`src/common/msm_pkg.sv`:
```
`default_nettype none
package msm_pkg;
	// port kinds
	typedef enum logic [1:0] {
		MSM_KIND_TRANSLATED = 2'b00,
		MSM_KIND_FIXED      = 2'b01,
		MSM_KIND_BRIDGE     = 2'b10,
		MSM_KIND_UNTRUSTED  = 2'b11
	} msm_kind_t;

	// disposition of a write
	typedef enum logic [1:0] {
		MSM_DISP_FORWARD = 2'b00,
		MSM_DISP_DROP    = 2'b01,
		MSM_DISP_ABORT   = 2'b10,
		MSM_DISP_ALIAS   = 2'b11
	} msm_disp_t;

	localparam int          MSM_REQUESTER_W   = 16;
	localparam logic [31:0] MSM_COMPLEX_STEP  = 32'h0001_0000;
	localparam int          MSM_COMPLEX_SHIFT = 16;
endpackage
`default_nettype wire

```
`src/logic/msm_mapper.sv`:
```
`timescale 1ns/1ps
`default_nettype none
module msm_mapper
	import msm_pkg::*;
#(
	parameter int UNITS    = 4,
	parameter int GROUP_W  = 2,
	parameter int ID_W     = 20,
	parameter int STREAM_W = 16,
	parameter int EVENT_W  = 16
) (
	input  wire logic                     ref_clk_in,
	input  wire logic                     rst_b_in,
	input  wire logic                     init_load_in,
	input  wire msm_pkg::msm_kind_t       port_kind_in,
	input  wire logic [GROUP_W-1:0]       port_group_in,
	input  wire logic [ID_W-1:0]          port_offset_in,
	input  wire logic [UNITS*GROUP_W-1:0] unit_group_in,
	input  wire msm_pkg::msm_disp_t       illegal_disp_in,
	input  wire logic [ID_W-1:0]          alias_id_in,
	input  wire logic                     wr_valid_in,
	output logic                          wr_ready_out,
	input  wire logic [$clog2(UNITS)-1:0] wr_unit_in,
	input  wire logic [STREAM_W-1:0]      wr_stream_in,
	input  wire logic [EVENT_W-1:0]       wr_event_in,
	output logic                          fwd_valid_out,
	input  wire logic                     fwd_ready_in,
	output logic [$clog2(UNITS)-1:0]      fwd_unit_out,
	output logic [GROUP_W-1:0]            fwd_group_out,
	output logic [ID_W-1:0]               fwd_id_out,
	output logic [EVENT_W-1:0]            fwd_event_out,
	output logic                          abort_out,
	output logic                          configured_out
);
	import msm_pkg::*;

	localparam int UIDX_W = $clog2(UNITS);

	initial begin
		// one-unit tables would give a zero-width unit index
		if (ID_W < STREAM_W || ID_W < MSM_REQUESTER_W + 1 || UNITS < 2 || GROUP_W < 1
			|| STREAM_W < MSM_REQUESTER_W)
			$error("msm_mapper: unsupported parameters");
	end

	////////////////////////////////////////////////////////////////////////
	typedef struct packed {
		logic                     cfg;
		msm_kind_t                kind;
		logic [GROUP_W-1:0]       group;
		logic [ID_W-1:0]          offset;
		logic [UNITS*GROUP_W-1:0] units;
		msm_disp_t                disp;
		logic [ID_W-1:0]          alias_id;
		logic                     fvalid;
		logic [UIDX_W-1:0]        funit;
		logic [GROUP_W-1:0]       fgroup;
		logic [ID_W-1:0]          fid;
		logic [EVENT_W-1:0]       fevent;
		logic                     abort;
	} msm_state_t;

	msm_state_t s_q;
	msm_state_t s_d;

	logic [GROUP_W-1:0] tgt_group_w;
	logic               tgt_valid_w;
	logic [ID_W-1:0]    src_id_w;
	logic               legal_w;
	logic               take_w;

	msm_unit_lookup #(
		.UNITS   (UNITS),
		.GROUP_W (GROUP_W)
	) u_lookup (
		.unit_group_in  (s_q.units),
		.unit_idx_in    (wr_unit_in),
		.group_out      (tgt_group_w),
		.unit_valid_out (tgt_valid_w)
	);

	////////////////////////////////////////////////////////////////////////
	// identifier derivation; per-stream id for translated and bridge ports, one id per port otherwise; independent of target unit
	always_comb begin
		unique case (s_q.kind)
			MSM_KIND_TRANSLATED: src_id_w = ID_W'(wr_stream_in) + s_q.offset;
			MSM_KIND_BRIDGE: src_id_w = ID_W'(wr_stream_in[MSM_REQUESTER_W-1:0])
				+ ID_W'(s_q.offset << MSM_COMPLEX_SHIFT);
			MSM_KIND_FIXED: src_id_w = s_q.offset;
			MSM_KIND_UNTRUSTED: src_id_w = s_q.offset;
		endcase
	end

	// untrusted ports (dma engines, processing elements) are never legal
	assign legal_w = s_q.cfg && tgt_valid_w && (tgt_group_w == s_q.group)
		&& (s_q.kind != MSM_KIND_UNTRUSTED);

	// output slot stalls the source; illegal drops need no slot but share it for simplicity
	assign wr_ready_out = s_q.cfg && (!s_q.fvalid || fwd_ready_in);
	assign take_w       = wr_valid_in && wr_ready_out;

	////////////////////////////////////////////////////////////////////////
	always_comb begin
		s_d       = s_q;
		s_d.abort = 1'b0;
		// tables load once only; later loads are ignored so mapping never moves
		if (init_load_in && !s_q.cfg) begin
			s_d.cfg      = 1'b1;
			s_d.kind     = port_kind_in;
			s_d.group    = port_group_in;
			s_d.offset   = port_offset_in;
			s_d.units    = unit_group_in;
			s_d.disp     = illegal_disp_in;
			s_d.alias_id = alias_id_in;
		end
		if (s_q.fvalid && fwd_ready_in)
			s_d.fvalid = 1'b0;
		if (take_w) begin
			s_d.funit  = wr_unit_in;
			s_d.fevent = wr_event_in;
			s_d.fgroup = s_q.group;
			if (legal_w) begin
				s_d.fvalid = 1'b1;
				s_d.fid    = src_id_w;
			end else begin
				unique case (s_q.disp)
					MSM_DISP_FORWARD, MSM_DISP_ALIAS: begin
						s_d.fvalid = tgt_valid_w;
						s_d.fgroup = tgt_group_w;
						s_d.fid    = s_q.alias_id;
					end
					MSM_DISP_DROP: s_d.fvalid = 1'b0;
					MSM_DISP_ABORT: begin
						s_d.fvalid = 1'b0;
						s_d.abort  = 1'b1;
					end
				endcase
			end
		end
	end

	always_ff @(posedge ref_clk_in or negedge rst_b_in) begin
		if (!rst_b_in) begin
			s_q <= '0;
		end else begin
			s_q <= s_d;
		end
	end

	assign fwd_valid_out  = s_q.fvalid;
	assign fwd_unit_out   = s_q.funit;
	assign fwd_group_out  = s_q.fgroup;
	assign fwd_id_out     = s_q.fid;
	assign fwd_event_out  = s_q.fevent;
	assign abort_out      = s_q.abort;
	assign configured_out = s_q.cfg;
endmodule
`default_nettype wire

```
`src/logic/msm_unit_lookup.sv`:
```
`timescale 1ns/1ps
`default_nettype none
// maps a target unit index to its group; one static group per unit
module msm_unit_lookup #(
	parameter int UNITS   = 4,
	parameter int GROUP_W = 2
) (
	input  wire logic [UNITS*GROUP_W-1:0] unit_group_in,
	input  wire logic [$clog2(UNITS)-1:0] unit_idx_in,
	output logic      [GROUP_W-1:0]       group_out,
	output logic                          unit_valid_out
);
	import msm_pkg::*;

	logic [GROUP_W-1:0] table_w [UNITS];

	genvar g;
	generate
		for (g = 0; g < UNITS; g++) begin : g_unit
			assign table_w[g] = unit_group_in[g*GROUP_W +: GROUP_W];
		end
	endgenerate

	always_comb begin
		unit_valid_out = 32'(unit_idx_in) < UNITS;
		group_out      = unit_valid_out ? table_w[unit_idx_in] : '0;
	end
endmodule
`default_nettype wire

```
`config.mk`:
```
export PLATFORM = sky130hd
export DESIGN_NAME = msm_mapper
export DESIGN_NICKNAME = d
export VERILOG_FILES = /design/src/common/msm_pkg.sv /design/src/logic/msm_mapper.sv /design/src/logic/msm_unit_lookup.sv
export SDC_FILE = /design/constraint.sdc
export NUM_CORES = 1
export LEC_CHECK = 0
export BUFFER_PORTS_ARGS = -buffer_cell sky130_fd_sc_hd__buf_2
export CORE_ASPECT_RATIO = 1.4
export CORE_MARGIN = 10
export CORE_UTILIZATION = 35
export DETAILED_ROUTE_END_ITERATION = 16
export GPL_TIMING_DRIVEN = 0
export PLACE_DENSITY = 0.52
export SYNTH_ARGS = -nofsm -noshare
export SYNTH_HDL_FRONTEND = slang
export SYNTH_HIERARCHICAL = 1
export SYNTH_SLANG_ARGS = --single-unit
```
`constraint.sdc`:
```
create_clock -name ref_clk_in -period 2.8 [get_ports ref_clk_in]
set_input_delay 0 -clock ref_clk_in [delete_from_list [all_inputs] [get_ports ref_clk_in]]
set_output_delay 0 -clock ref_clk_in [all_outputs]
set_load 0.005 [all_outputs]
```
======== Yosys cells after proc, flatten, opt, wreduce, memory -nomap -nowiden ========
Index checks and enable logic that the tools add are counted.
storage, ports and cells
  latch bits .............................. 0
  memory bits (writable) .................. 0
  memory bits (read-only) ................. 0
  input bits .............................. 93
  memories ................................ 0
  register bits ........................... 97
operators by class
  multiply operators ...................... 0
  reduce and logical (&&, ||, !) cells .... 17
  add/sub/neg operators ................... 2
  div/mod/pow operators ................... 0
  magnitude comparators ................... 1
  bitwise operators ....................... 1
  eq/ne operators ......................... 8
  shift operators ......................... 0
  muxes and demuxes ....................... 13
operators by type and width
  kind                                                      number
  one-hot mux 20 bit (3 select lines)                       1
  two-way mux 42 bit                                        1
  adder 16 x 20 -> 20 bit                                   2
  two-way mux 22 bit                                        1
  two-way mux 20 bit                                        1
  equality test 2 bit, second input constant                4
  logical AND 1 bit                                         6
  two-way mux 2 bit                                         3
  OR reduction 2 bit                                        3
  binary-select mux 2 bit (select 2 bit)                    1
  equality test 2 x 1 -> 1 bit, second input constant       2
  logical NOT 2 bit                                         2
  two-way mux 1 bit                                         4
  nonzero test 2 bit                                        2
  greater-or-equal comparator 3 bit, second input constant  1
  inverter 2 -> 3 bit                                       1
  equality test 2 bit                                       1
  logical NOT 1 bit                                         2
  != test 2 bit, second input constant                      1
  one-hot mux 1 bit (2 select lines)                        1
  AND reduction 2 bit                                       1
  logical OR 1 bit                                          1

======== Longest topological paths before layout ========
Gate-level depths: netlist of run 1.
  word-level depth ........................ 9
  mapped depth ............................ 9
  depth with buffers taken out ............ 9

======== Modules after synthesis ========
The synthesis of run 1 kept the hierarchy.
modules (own cells, without submodules)
  module           cells an instance  area each (um^2)  sequential area each (um^2)  times used
  msm_mapper       563                5619.1            2427.3                       1
  msm_unit_lookup  4                  63.8              0.0                          1

======== Worst setup path after synthesis of run 1 ========
OpenSTA, ideal clock, no wires.
  path kind ............................... reg-to-reg
  from .................................... register s_q[66] (netlist name)
  to ...................................... register s_q, in the netlist fwd_id_out[15]
  path slack .............................. 0.471 ns
  period minus slack after synthesis ...... 2.329 ns
  library setup time ...................... 0.124 ns
  arrival time ............................ 2.206 ns
  stages on the path, launching flop included .. 8
  path through ............................ dfrtp_1 > mux4_1 > xor2_1 > a2111o_4 > a221o_1 > o21ai_2 > a21oi_1 > a211o_1
on the way
  longest elaborated chain between the ends .. 8
  elaborated cells between the ends (all ways) .. 9
  those cells by class .................... eq/ne: 1; mux: 4; reduce/logical: 4
RTL lines
  what                                                     line                   text
  from (decl)                                              msm_mapper.sv:63       msm_state_t s_q;
  from (signal assigned)                                   msm_mapper.sv:144      s_q <= '0;
  from (signal assigned)                                   msm_mapper.sv:146      s_q <= s_d;
  binary-select mux 2 bit (select 2 bit) *                 msm_unit_lookup.sv:26  group_out = unit_valid_out ? table_w[unit_idx_in] : '0;
  two-way mux 2 bit (not written as such) * (2 in series)  msm_unit_lookup.sv:26
  named net tgt_group_w[0]                                 msm_mapper.sv:66       logic [GROUP_W-1:0] tgt_group_w;
  equality test 2 bit *                                    msm_mapper.sv:95       assign legal_w = s_q.cfg && tgt_valid_w && (tgt_group_w == s_q.group)
  logical AND 1 bit *                                      msm_mapper.sv:95
  logical AND 1 bit *                                      msm_mapper.sv:96       && (s_q.kind != MSM_KIND_UNTRUSTED);
  nonzero test 2 bit (no line)                             --
  AND reduction 2 bit (no line)                            --
Mark *: on every way through the listed nets, which the timed path passes. The rest lies on a longest branch. The select of a mux whose other input is x is not followed.
A chain may end at the register's enable or synchronous reset.

======== Worst setup path in the final report of run 1 ========
  from .................................... input wr_unit_in[0]
  to ...................................... register s_q, in the netlist fwd_id_out[19]
on the way
  longest elaborated chain between the ends .. 9
  elaborated cells between the ends (all ways) .. 10
  those cells by class .................... eq/ne: 1; mux: 4; bitwise: 1; reduce/logical: 4
RTL lines
  what                                                     line                   text
  from (decl)                                              msm_mapper.sv:23       input wire logic [$clog2(UNITS)-1:0] wr_unit_in,
  inverter 2 -> 3 bit (not written as such) *              msm_unit_lookup.sv:26
  binary-select mux 2 bit (select 2 bit) *                 msm_unit_lookup.sv:26
  two-way mux 2 bit (not written as such) * (2 in series)  msm_unit_lookup.sv:26
  named net tgt_group_w[0]                                 msm_mapper.sv:66
  equality test 2 bit *                                    msm_mapper.sv:95
  logical AND 1 bit *                                      msm_mapper.sv:95
  logical AND 1 bit *                                      msm_mapper.sv:96
  nonzero test 2 bit (no line)                             --
  AND reduction 2 bit (no line)                            --
Marked as above.

==> results.sh, run 1 <==
export IMPL_status="complete, no violations"
export IMPL_synth_compound_area_share_pct=18.0
export IMPL_num_io_pins=137
export IMPL_grt_pass1_vias=5516
export IMPL_cp_data_required_time_ps=3070
export IMPL_dieArea_um2=21800
export IMPL_post_route_util_pct=48.7
export IMPL_place_inst=903
export IMPL_synth_top_family_by_area="compound AO/OA/AOI/OAI gates"
export IMPL_yosys_area_share_simple_pct=13.9
export IMPL_fillers=1537
export IMPL_cts_buffers=9
export IMPL_synthCells=567
export IMPL_cap_violations=0
export IMPL_hold_class="input pin to register"
export IMPL_cts_htree_levels=3
export IMPL_grt_ovfl_total=0
export IMPL_final_layout_size_suffix_gt1_share_pct=35.5
export IMPL_period_needed_ps=2680
export IMPL_fp_row_count=55
export IMPL_routedWlPerCell_um=19.6
export IMPL_grt_use_total_pct=18.0
export IMPL_setup_ws_ps=123
export IMPL_areaGrowthSynthToFinish_pct=37.4
export IMPL_grt_pass1_wl_mm=30.7
export IMPL_clock_fmax_mhz=374
export IMPL_synth_nets=678
export IMPL_ys_seq_elements=97
export IMPL_power_per_cell_area_nw_per_um2=649
export IMPL_ant_nets=0
export IMPL_finalSetupViolCount=0
export IMPL_cp_arrival_ps=2950
export IMPL_clk_pin_slew_ps=60
export IMPL_via_count=5151
export IMPL_tightest_slew_ps=738
export IMPL_cts_tree="yes"
export IMPL_end_kind="register"
export IMPL_clock_root_buffer="clkbuf_16"
export IMPL_p_leak_nw=3.71
export IMPL_worst_setup_path_start_kind="input pin"
export IMPL_synthArstFlopShare_pct=100
export IMPL_finalNetCount=909
export IMPL_synth_adder_area_share_pct=4.10
export IMPL_clk_path_buf_depth=2
export IMPL_crit_fanout=9
export IMPL_grt_max_degree=65
export IMPL_synth_edf_count=0
export IMPL_wl_mm=19.6
export IMPL_gp_congestion=0.906
export IMPL_rsz0062_at_grt="false"
export IMPL_drt_pass1_iter_count=4
export IMPL_syn_avg_cell_area_um2=10.0
export IMPL_clock_latency_ps=350
export IMPL_drv_slew=0
export IMPL_core_um2=16000
export IMPL_critPathKind="input pin to register"
export IMPL_ys_types=74
export IMPL_yosysSeqAreaShare_pct=42.7
export IMPL_synth_area_mux_share_pct=11.1
export IMPL_vias_per_cell=5.15
export IMPL_hpwl_mm=14.7
export IMPL_hold_viol=0
export IMPL_fin_crit_sh_pct=95.6
export IMPL_max_slew_margin_pct=50.6
export IMPL_ys_warn_count=6
export IMPL_irDropWorstVdd_mv=0.391
export IMPL_synthesis_area_um2=5680
export IMPL_chipWidth_um=128
export IMPL_portBuffers=136
export IMPL_drc_errors=0
export IMPL_skew_ps=8.05
export IMPL_yosys_most_used_dff="dfrtp_1"
export IMPL_pre_cts_slack_ps=-126
export IMPL_cts_sinks=97
export IMPL_antenna_found_initial=0
export IMPL_drt_iter0_drc=340
export IMPL_synthXorXnorAreaFrac_pct=1.23
export IMPL_initial_core_util_pct=35.4
export IMPL_die_height_um=171
export IMPL_final_cells=1000
export IMPL_antenna_cells=0
[registers in the layout, indices dropped and copies added (netlist names)]
signal	cells
fwd_id_out	20
s_q	54
configured_out	1
fwd_unit_out	2
abort_out	1
fwd_valid_out	1
fwd_group_out	2
fwd_event_out	16
[through the flow]
step                      setup TNS [ps]  power [mW]  hold WS, ps  instance area (µm²)
after detailed placement            -323        3.65        -12.5                 6640
after CTS                              0        5.13          109                 7780
after global placement              -257        3.62          192                 6610
after floorplan                        0        2.99         -296                 5680
final                                  0        5.07          127                 7810
after global routing                   0        5.39          158                 7810
[layout by cell type, fill, tap and decap left out, types with 10 or more instances in the layout]
cell / instances
a21oi_1: 27
buf_2: 144
buf_4: 46
dfrtp_1: 97
dlygate4sd3_1: 81
ha_1: 17
inv_1: 14
mux2_2: 45
nand2_1: 96
nor2_1: 23
o21ai_0: 25
o22ai_1: 10
[logic make-up (layout without fill, tap and decap cells)]
group | count (synthesis) | count (layout)
mux | 54 | 54
xor+xnor | 8 | 8
buf+inv | 80 | 314
other cells | 1 | 1
flops | 97 | 97
fa+ha+maj | 18 | 18
simple gates | 171 | 171
compound gates | 138 | 138
[synthesized netlist by cell type (4+ instances only)]
cell      count  area share, %
a22oi_1       5           0.66
nor2_1       23            1.5
buf_4        43            5.7
a221oi_1      6           0.92
buf_6         4           0.79
o21ai_0      25            2.2
ha_1         17            3.7
xor2_1        4           0.62
and3_1        6           0.66
a21o_1        6           0.79
dfrtp_1      97             43
mux2i_1       6            1.1
o21a_1        4           0.53
nor4_1        4           0.44
nor3_1        7           0.62
nand3_1       9           0.79
o211ai_1      4           0.53
xnor2_1       4           0.62
o22ai_1      10            1.1
nand2_1      97            6.4
mux2_2       45            8.9
a221o_1       6            1.1
a211oi_1      5           0.66
inv_1        14           0.92
clkbuf_1      9           0.59
a21oi_1      27            2.4
o21ai_1       4           0.35
buf_2         9           0.79
[worst max-delay path, stage by stage]
cell and delay (ps):
dlygate4sd3_1 530, buf_2 150, mux4_1 620, xor2_1 360
a2111oi_4 90, buf_4 180, o21ai_2 540, a221o_1 260
a21oi_1 40, a21oi_1 160
[where the power goes]
group | total [mW] | leakage [nW] | internal [mW] | switching [mW]
sequential | 1.89 | 1.18 | 1.68 | 0.203
clock | 1.35 | 0.157 | 0.821 | 0.532
combinational | 1.83 | 2.37 | 0.952 | 0.882
total | 5.07 | 3.71 | 3.45 | 1.62
[per-layer routing]
layer / share of wire [%] / up-vias / GRT usage [%]
met4: 2.4 / 0 / 6.77
met1: 40 / 2520 / 20.8
li1: - / 2459 / -
met2: 52 / 145 / 31.9
met3: 5.4 / 27 / 3.59
met5: 0 / - / 0
[layout make-up]
cell class | count | area [µm²] | share of cell area, %
multi-input cells | 390 | 2780 | 35.5
flip-flops and latches | 97 | 2430 | 31.1
repair buffers | 220 | 1540 | 19.7
plain buffers | 66 | 450 | 5.77
clock buffers | 11 | 253 | 3.24
well taps | 199 | 249 | 3.19
clock inverters | 3 | 65.1 | 0.833
inverters | 14 | 52.6 | 0.673
[path summary, 6_finish.rpt]
| check | from | to | slack (ps) | depth (start not counted) |
|---|---|---|---|---|
| max in group asynchronous | rst_b_in | s_q[56] | 1980 | 3 |
| max | wr_unit_in[0] | fwd_id_out[19] | 120 | 10 |
| min reg2reg | fwd_event_out[14] | fwd_event_out[14] | 480 | 2 |
| max reg2reg | s_q[66] | fwd_id_out[19] | 130 | 8 |
| min in group asynchronous | rst_b_in | fwd_event_out[10] | 150 | 2 |
| min | wr_stream_in[14] | fwd_id_out[14] | 130 | 5 |
[repair_timing]
action                                  CTS  global route
buffers inserted                          0             2
pin swaps                                 0             1
endpoints found under the setup margin    4             5
resized for setup                         2             2
hold endpoints to repair                113             0
hold buffers                             81             0
No activity file was read; power rests on OpenSTA's default activity.
==> inputs of run 2 (changes only) <==
- ABC_AREA: not set -> 1
==> results.sh, run 2 <==
export IMPL_synthArstFlopShare_pct=100
export IMPL_pre_cts_slack_ps=553
export IMPL_crit_fanout=4
export IMPL_yosysSeqAreaShare_pct=41.3
export IMPL_antenna_cells=0
export IMPL_skew_ps=8.83
export IMPL_synth_nets=836
export IMPL_antenna_found_initial=0
export IMPL_pwr_share_comb_pct=19.4
export IMPL_hold_viol=0
export IMPL_cts_sinks=97
export IMPL_final_cells=1155
export IMPL_final_cell_area_um2=7870
export IMPL_vias_per_cell=4.68
export IMPL_hpwl_mm=14.2
export IMPL_rsz0062_at_grt="false"
export IMPL_num_io_pins=137
export IMPL_hold_class="input pin to register"
export IMPL_ant_nets=0
export IMPL_syn_avg_cell_area_um2=8.11
export IMPL_drc_errors=0
export IMPL_status="complete, no violations"
export IMPL_ys_types=42
export IMPL_ys_seq_elements=97
export IMPL_fp_row_count=56
export IMPL_cap_violations=0
export IMPL_portBuffers=136
export IMPL_cts_buffers=9
export IMPL_clk_path_buf_depth=2
export IMPL_clock_latency_ps=360
export IMPL_drt_pass1_iter_count=5
export IMPL_clk_pin_slew_ps=70
export IMPL_irDropWorstVdd_mv=0.239
export IMPL_regMostFlops="s_q"
export IMPL_core_um2=16600
export IMPL_routedWlPerCell_um=15.9
export IMPL_placed_area_um2=6850
export IMPL_power_mw=3.44
export IMPL_via_count=5407
export IMPL_cts_tree="yes"
export IMPL_whs_ps=32.1
export IMPL_final_common_cell="nand2_1"
export IMPL_p_switching_mw=0.906
export IMPL_synth_most_common_cell="nand2_1"
export IMPL_ys_warn_count=6
export IMPL_grt_use_total_pct=16.7
export IMPL_power_per_cell_area_nw_per_um2=437
export IMPL_areaGrowthSynthToFinish_pct=33.8
export IMPL_grt_ovfl_total=0
export IMPL_fin_setup_tns_ps=0
export IMPL_post_route_util_pct=47.4
export IMPL_initial_core_util_pct=35.4
export IMPL_p_seq_share_pct=45.2
export IMPL_cts_setup_buffers=0
export IMPL_final_layout_size_suffix_gt1_share_pct=31.1
export IMPL_hold_start="wr_valid_in"
export IMPL_grt_pass1_vias=5656
export IMPL_cp_data_required_time_ps=3030
export IMPL_die_height_um=173
export IMPL_final_cell_mix="nand2_1 (210), buf_2 (147), dfrtp_1 (97)"
export IMPL_synthCells=725
export IMPL_chipWidth_um=130
export IMPL_cts_htree_levels=3
export IMPL_grt_max_degree=55
export IMPL_cp_startpoint="s_q[72]"
export IMPL_wl_mm=18.4
export IMPL_fin_crit_sh_pct=78.7
export IMPL_finalNetCount=1058
export IMPL_largest_register_ffs=54
export IMPL_place_inst=1065
export IMPL_finalSetupViolCount=0
export IMPL_tightest_slew_ps=623
export IMPL_clock_fmax_mhz=454
export IMPL_synth_top_cell_area_share_pct=41.3
export IMPL_p_int_mw=2.54
export IMPL_synthesis_area_um2=5880
export IMPL_p_clk_share_pct=35.4
export IMPL_yosys_most_used_dff="dfrtp_1"
export IMPL_synth_edf_count=0
export IMPL_gp_congestion=0.866
export IMPL_r2r_start="s_q[72]"
export IMPL_drv_slew=0
export IMPL_synthTopCellsByCount="nand2_1 (210), dfrtp_1 (97), inv_1 (55)"
export IMPL_switching_share_pct=26.3
export IMPL_clock_root_buffer="clkbuf_16"
export IMPL_end_kind="register"
export IMPL_drt_iter0_drc=250
export IMPL_synth_top_area_cell="dfrtp_1"
export IMPL_critPathKind="register to register"
export IMPL_setup_ws_ps=598
export IMPL_period_needed_ps=2200
export IMPL_dieArea_um2=22500
export IMPL_synthTopCellsByArea="dfrtp_1 (41%), nand2_1 (13%), mux2_2 (8.6%)"
export IMPL_grt_pass1_wl_mm=29.4
export IMPL_p_leak_nw=4.25
export IMPL_worst_setup_path_start_kind="register"
export IMPL_cp_arrival_ps=2430
export IMPL_max_slew_margin_pct=58.4
run 2: cell count changes after synthesis, sizes merged, moves of 5 or more:
cell / before / now
a21oi: 28 / 56
o21ai: 31 / 14
nand3: 9 / 52
o22ai: 10 / 3
a221oi: 7 / 0
nand2: 99 / 222
mux2i: 6 / 0
nor4: 5 / 0
a211oi: 7 / 0
nor2: 25 / 58
a221o: 6 / 0
a21o: 6 / 0
inv: 14 / 63
and3: 7 / 0
run 2: final cells by class:
| class | instances | area, µm² |
|---|---|---|
| fill | 1685 | 8730 |
| multi-input combinational | 500 | 2750 |
| sequential | 97 | 2430 |
| timing repair buffer | 211 | 1450 |
| buffer | 64 | 463 |
| clock buffer | 13 | 260 |
| tap | 203 | 254 |
| inverter | 64 | 245 |
| clock inverter | 3 | 25.0 |
run 2: critical path: stages, from the launching register on:
cell      delay (ps)
dfrtp_1          420
ha_1             250
inv_1             70
fa_1             410
o21bai_2         250
nand2_1           90
nand2_2          120
nand2_1           60
nand2_1           50
nor2_1            30
o21ai_0          230
a21oi_1          100
run 2: final timing paths:
check                           slack [ps]          endpoint  cells past startpoint
worst min register to register         480  fwd_event_out[6]                      2
min in group asynchronous              200  fwd_event_out[0]                      2
worst min-delay path                    30  fwd_group_out[1]                      4
worst max-delay path                   600     fwd_id_out[8]                     11
worst max register to register         600     fwd_id_out[8]                     11
max in group asynchronous             1910    fwd_id_out[11]                      3
run 2: power groups by stage:
stage,Combinational [mW],Clock (mW),Sequential (mW)
final,0.667,1.22,1.56
after global routing,0.749,1.31,1.57
after CTS,0.679,1.26,1.56
after detailed placement,0.596,0,1.59
after global placement,0.585,0,1.58
after floorplan,0.333,0,1.57
run 2: timing repair:
action / CTS / global route
hold endpoints to repair: 116 / 0
gates resized for setup: 0 / 0
hold buffers: 74 / 0
run 2: cells by family after synthesis:
logic type / count (synthesis) / share of synthesized area [%]
flip-flops: 97 / 41.3
AO/OA/AOI/OAI: 85 / 8.29
buffers and inverters: 128 / 12.0
multiplexers: 45 / 8.61
AND/OR/NAND/NOR: 349 / 25.5
adder cells (fa/ha/maj): 18 / 3.96
other: 1 / 0.0637
XOR/XNOR: 2 / 0.298
run 2: routing by layer:
metal	GRT usage [%]	vias up	part of all wire, %
met1	18.3	2517	40
met5	0	-	0
met4	6.34	0	2.0
li1	-	2743	-
met3	3.64	18	5.3
met2	30.2	129	52
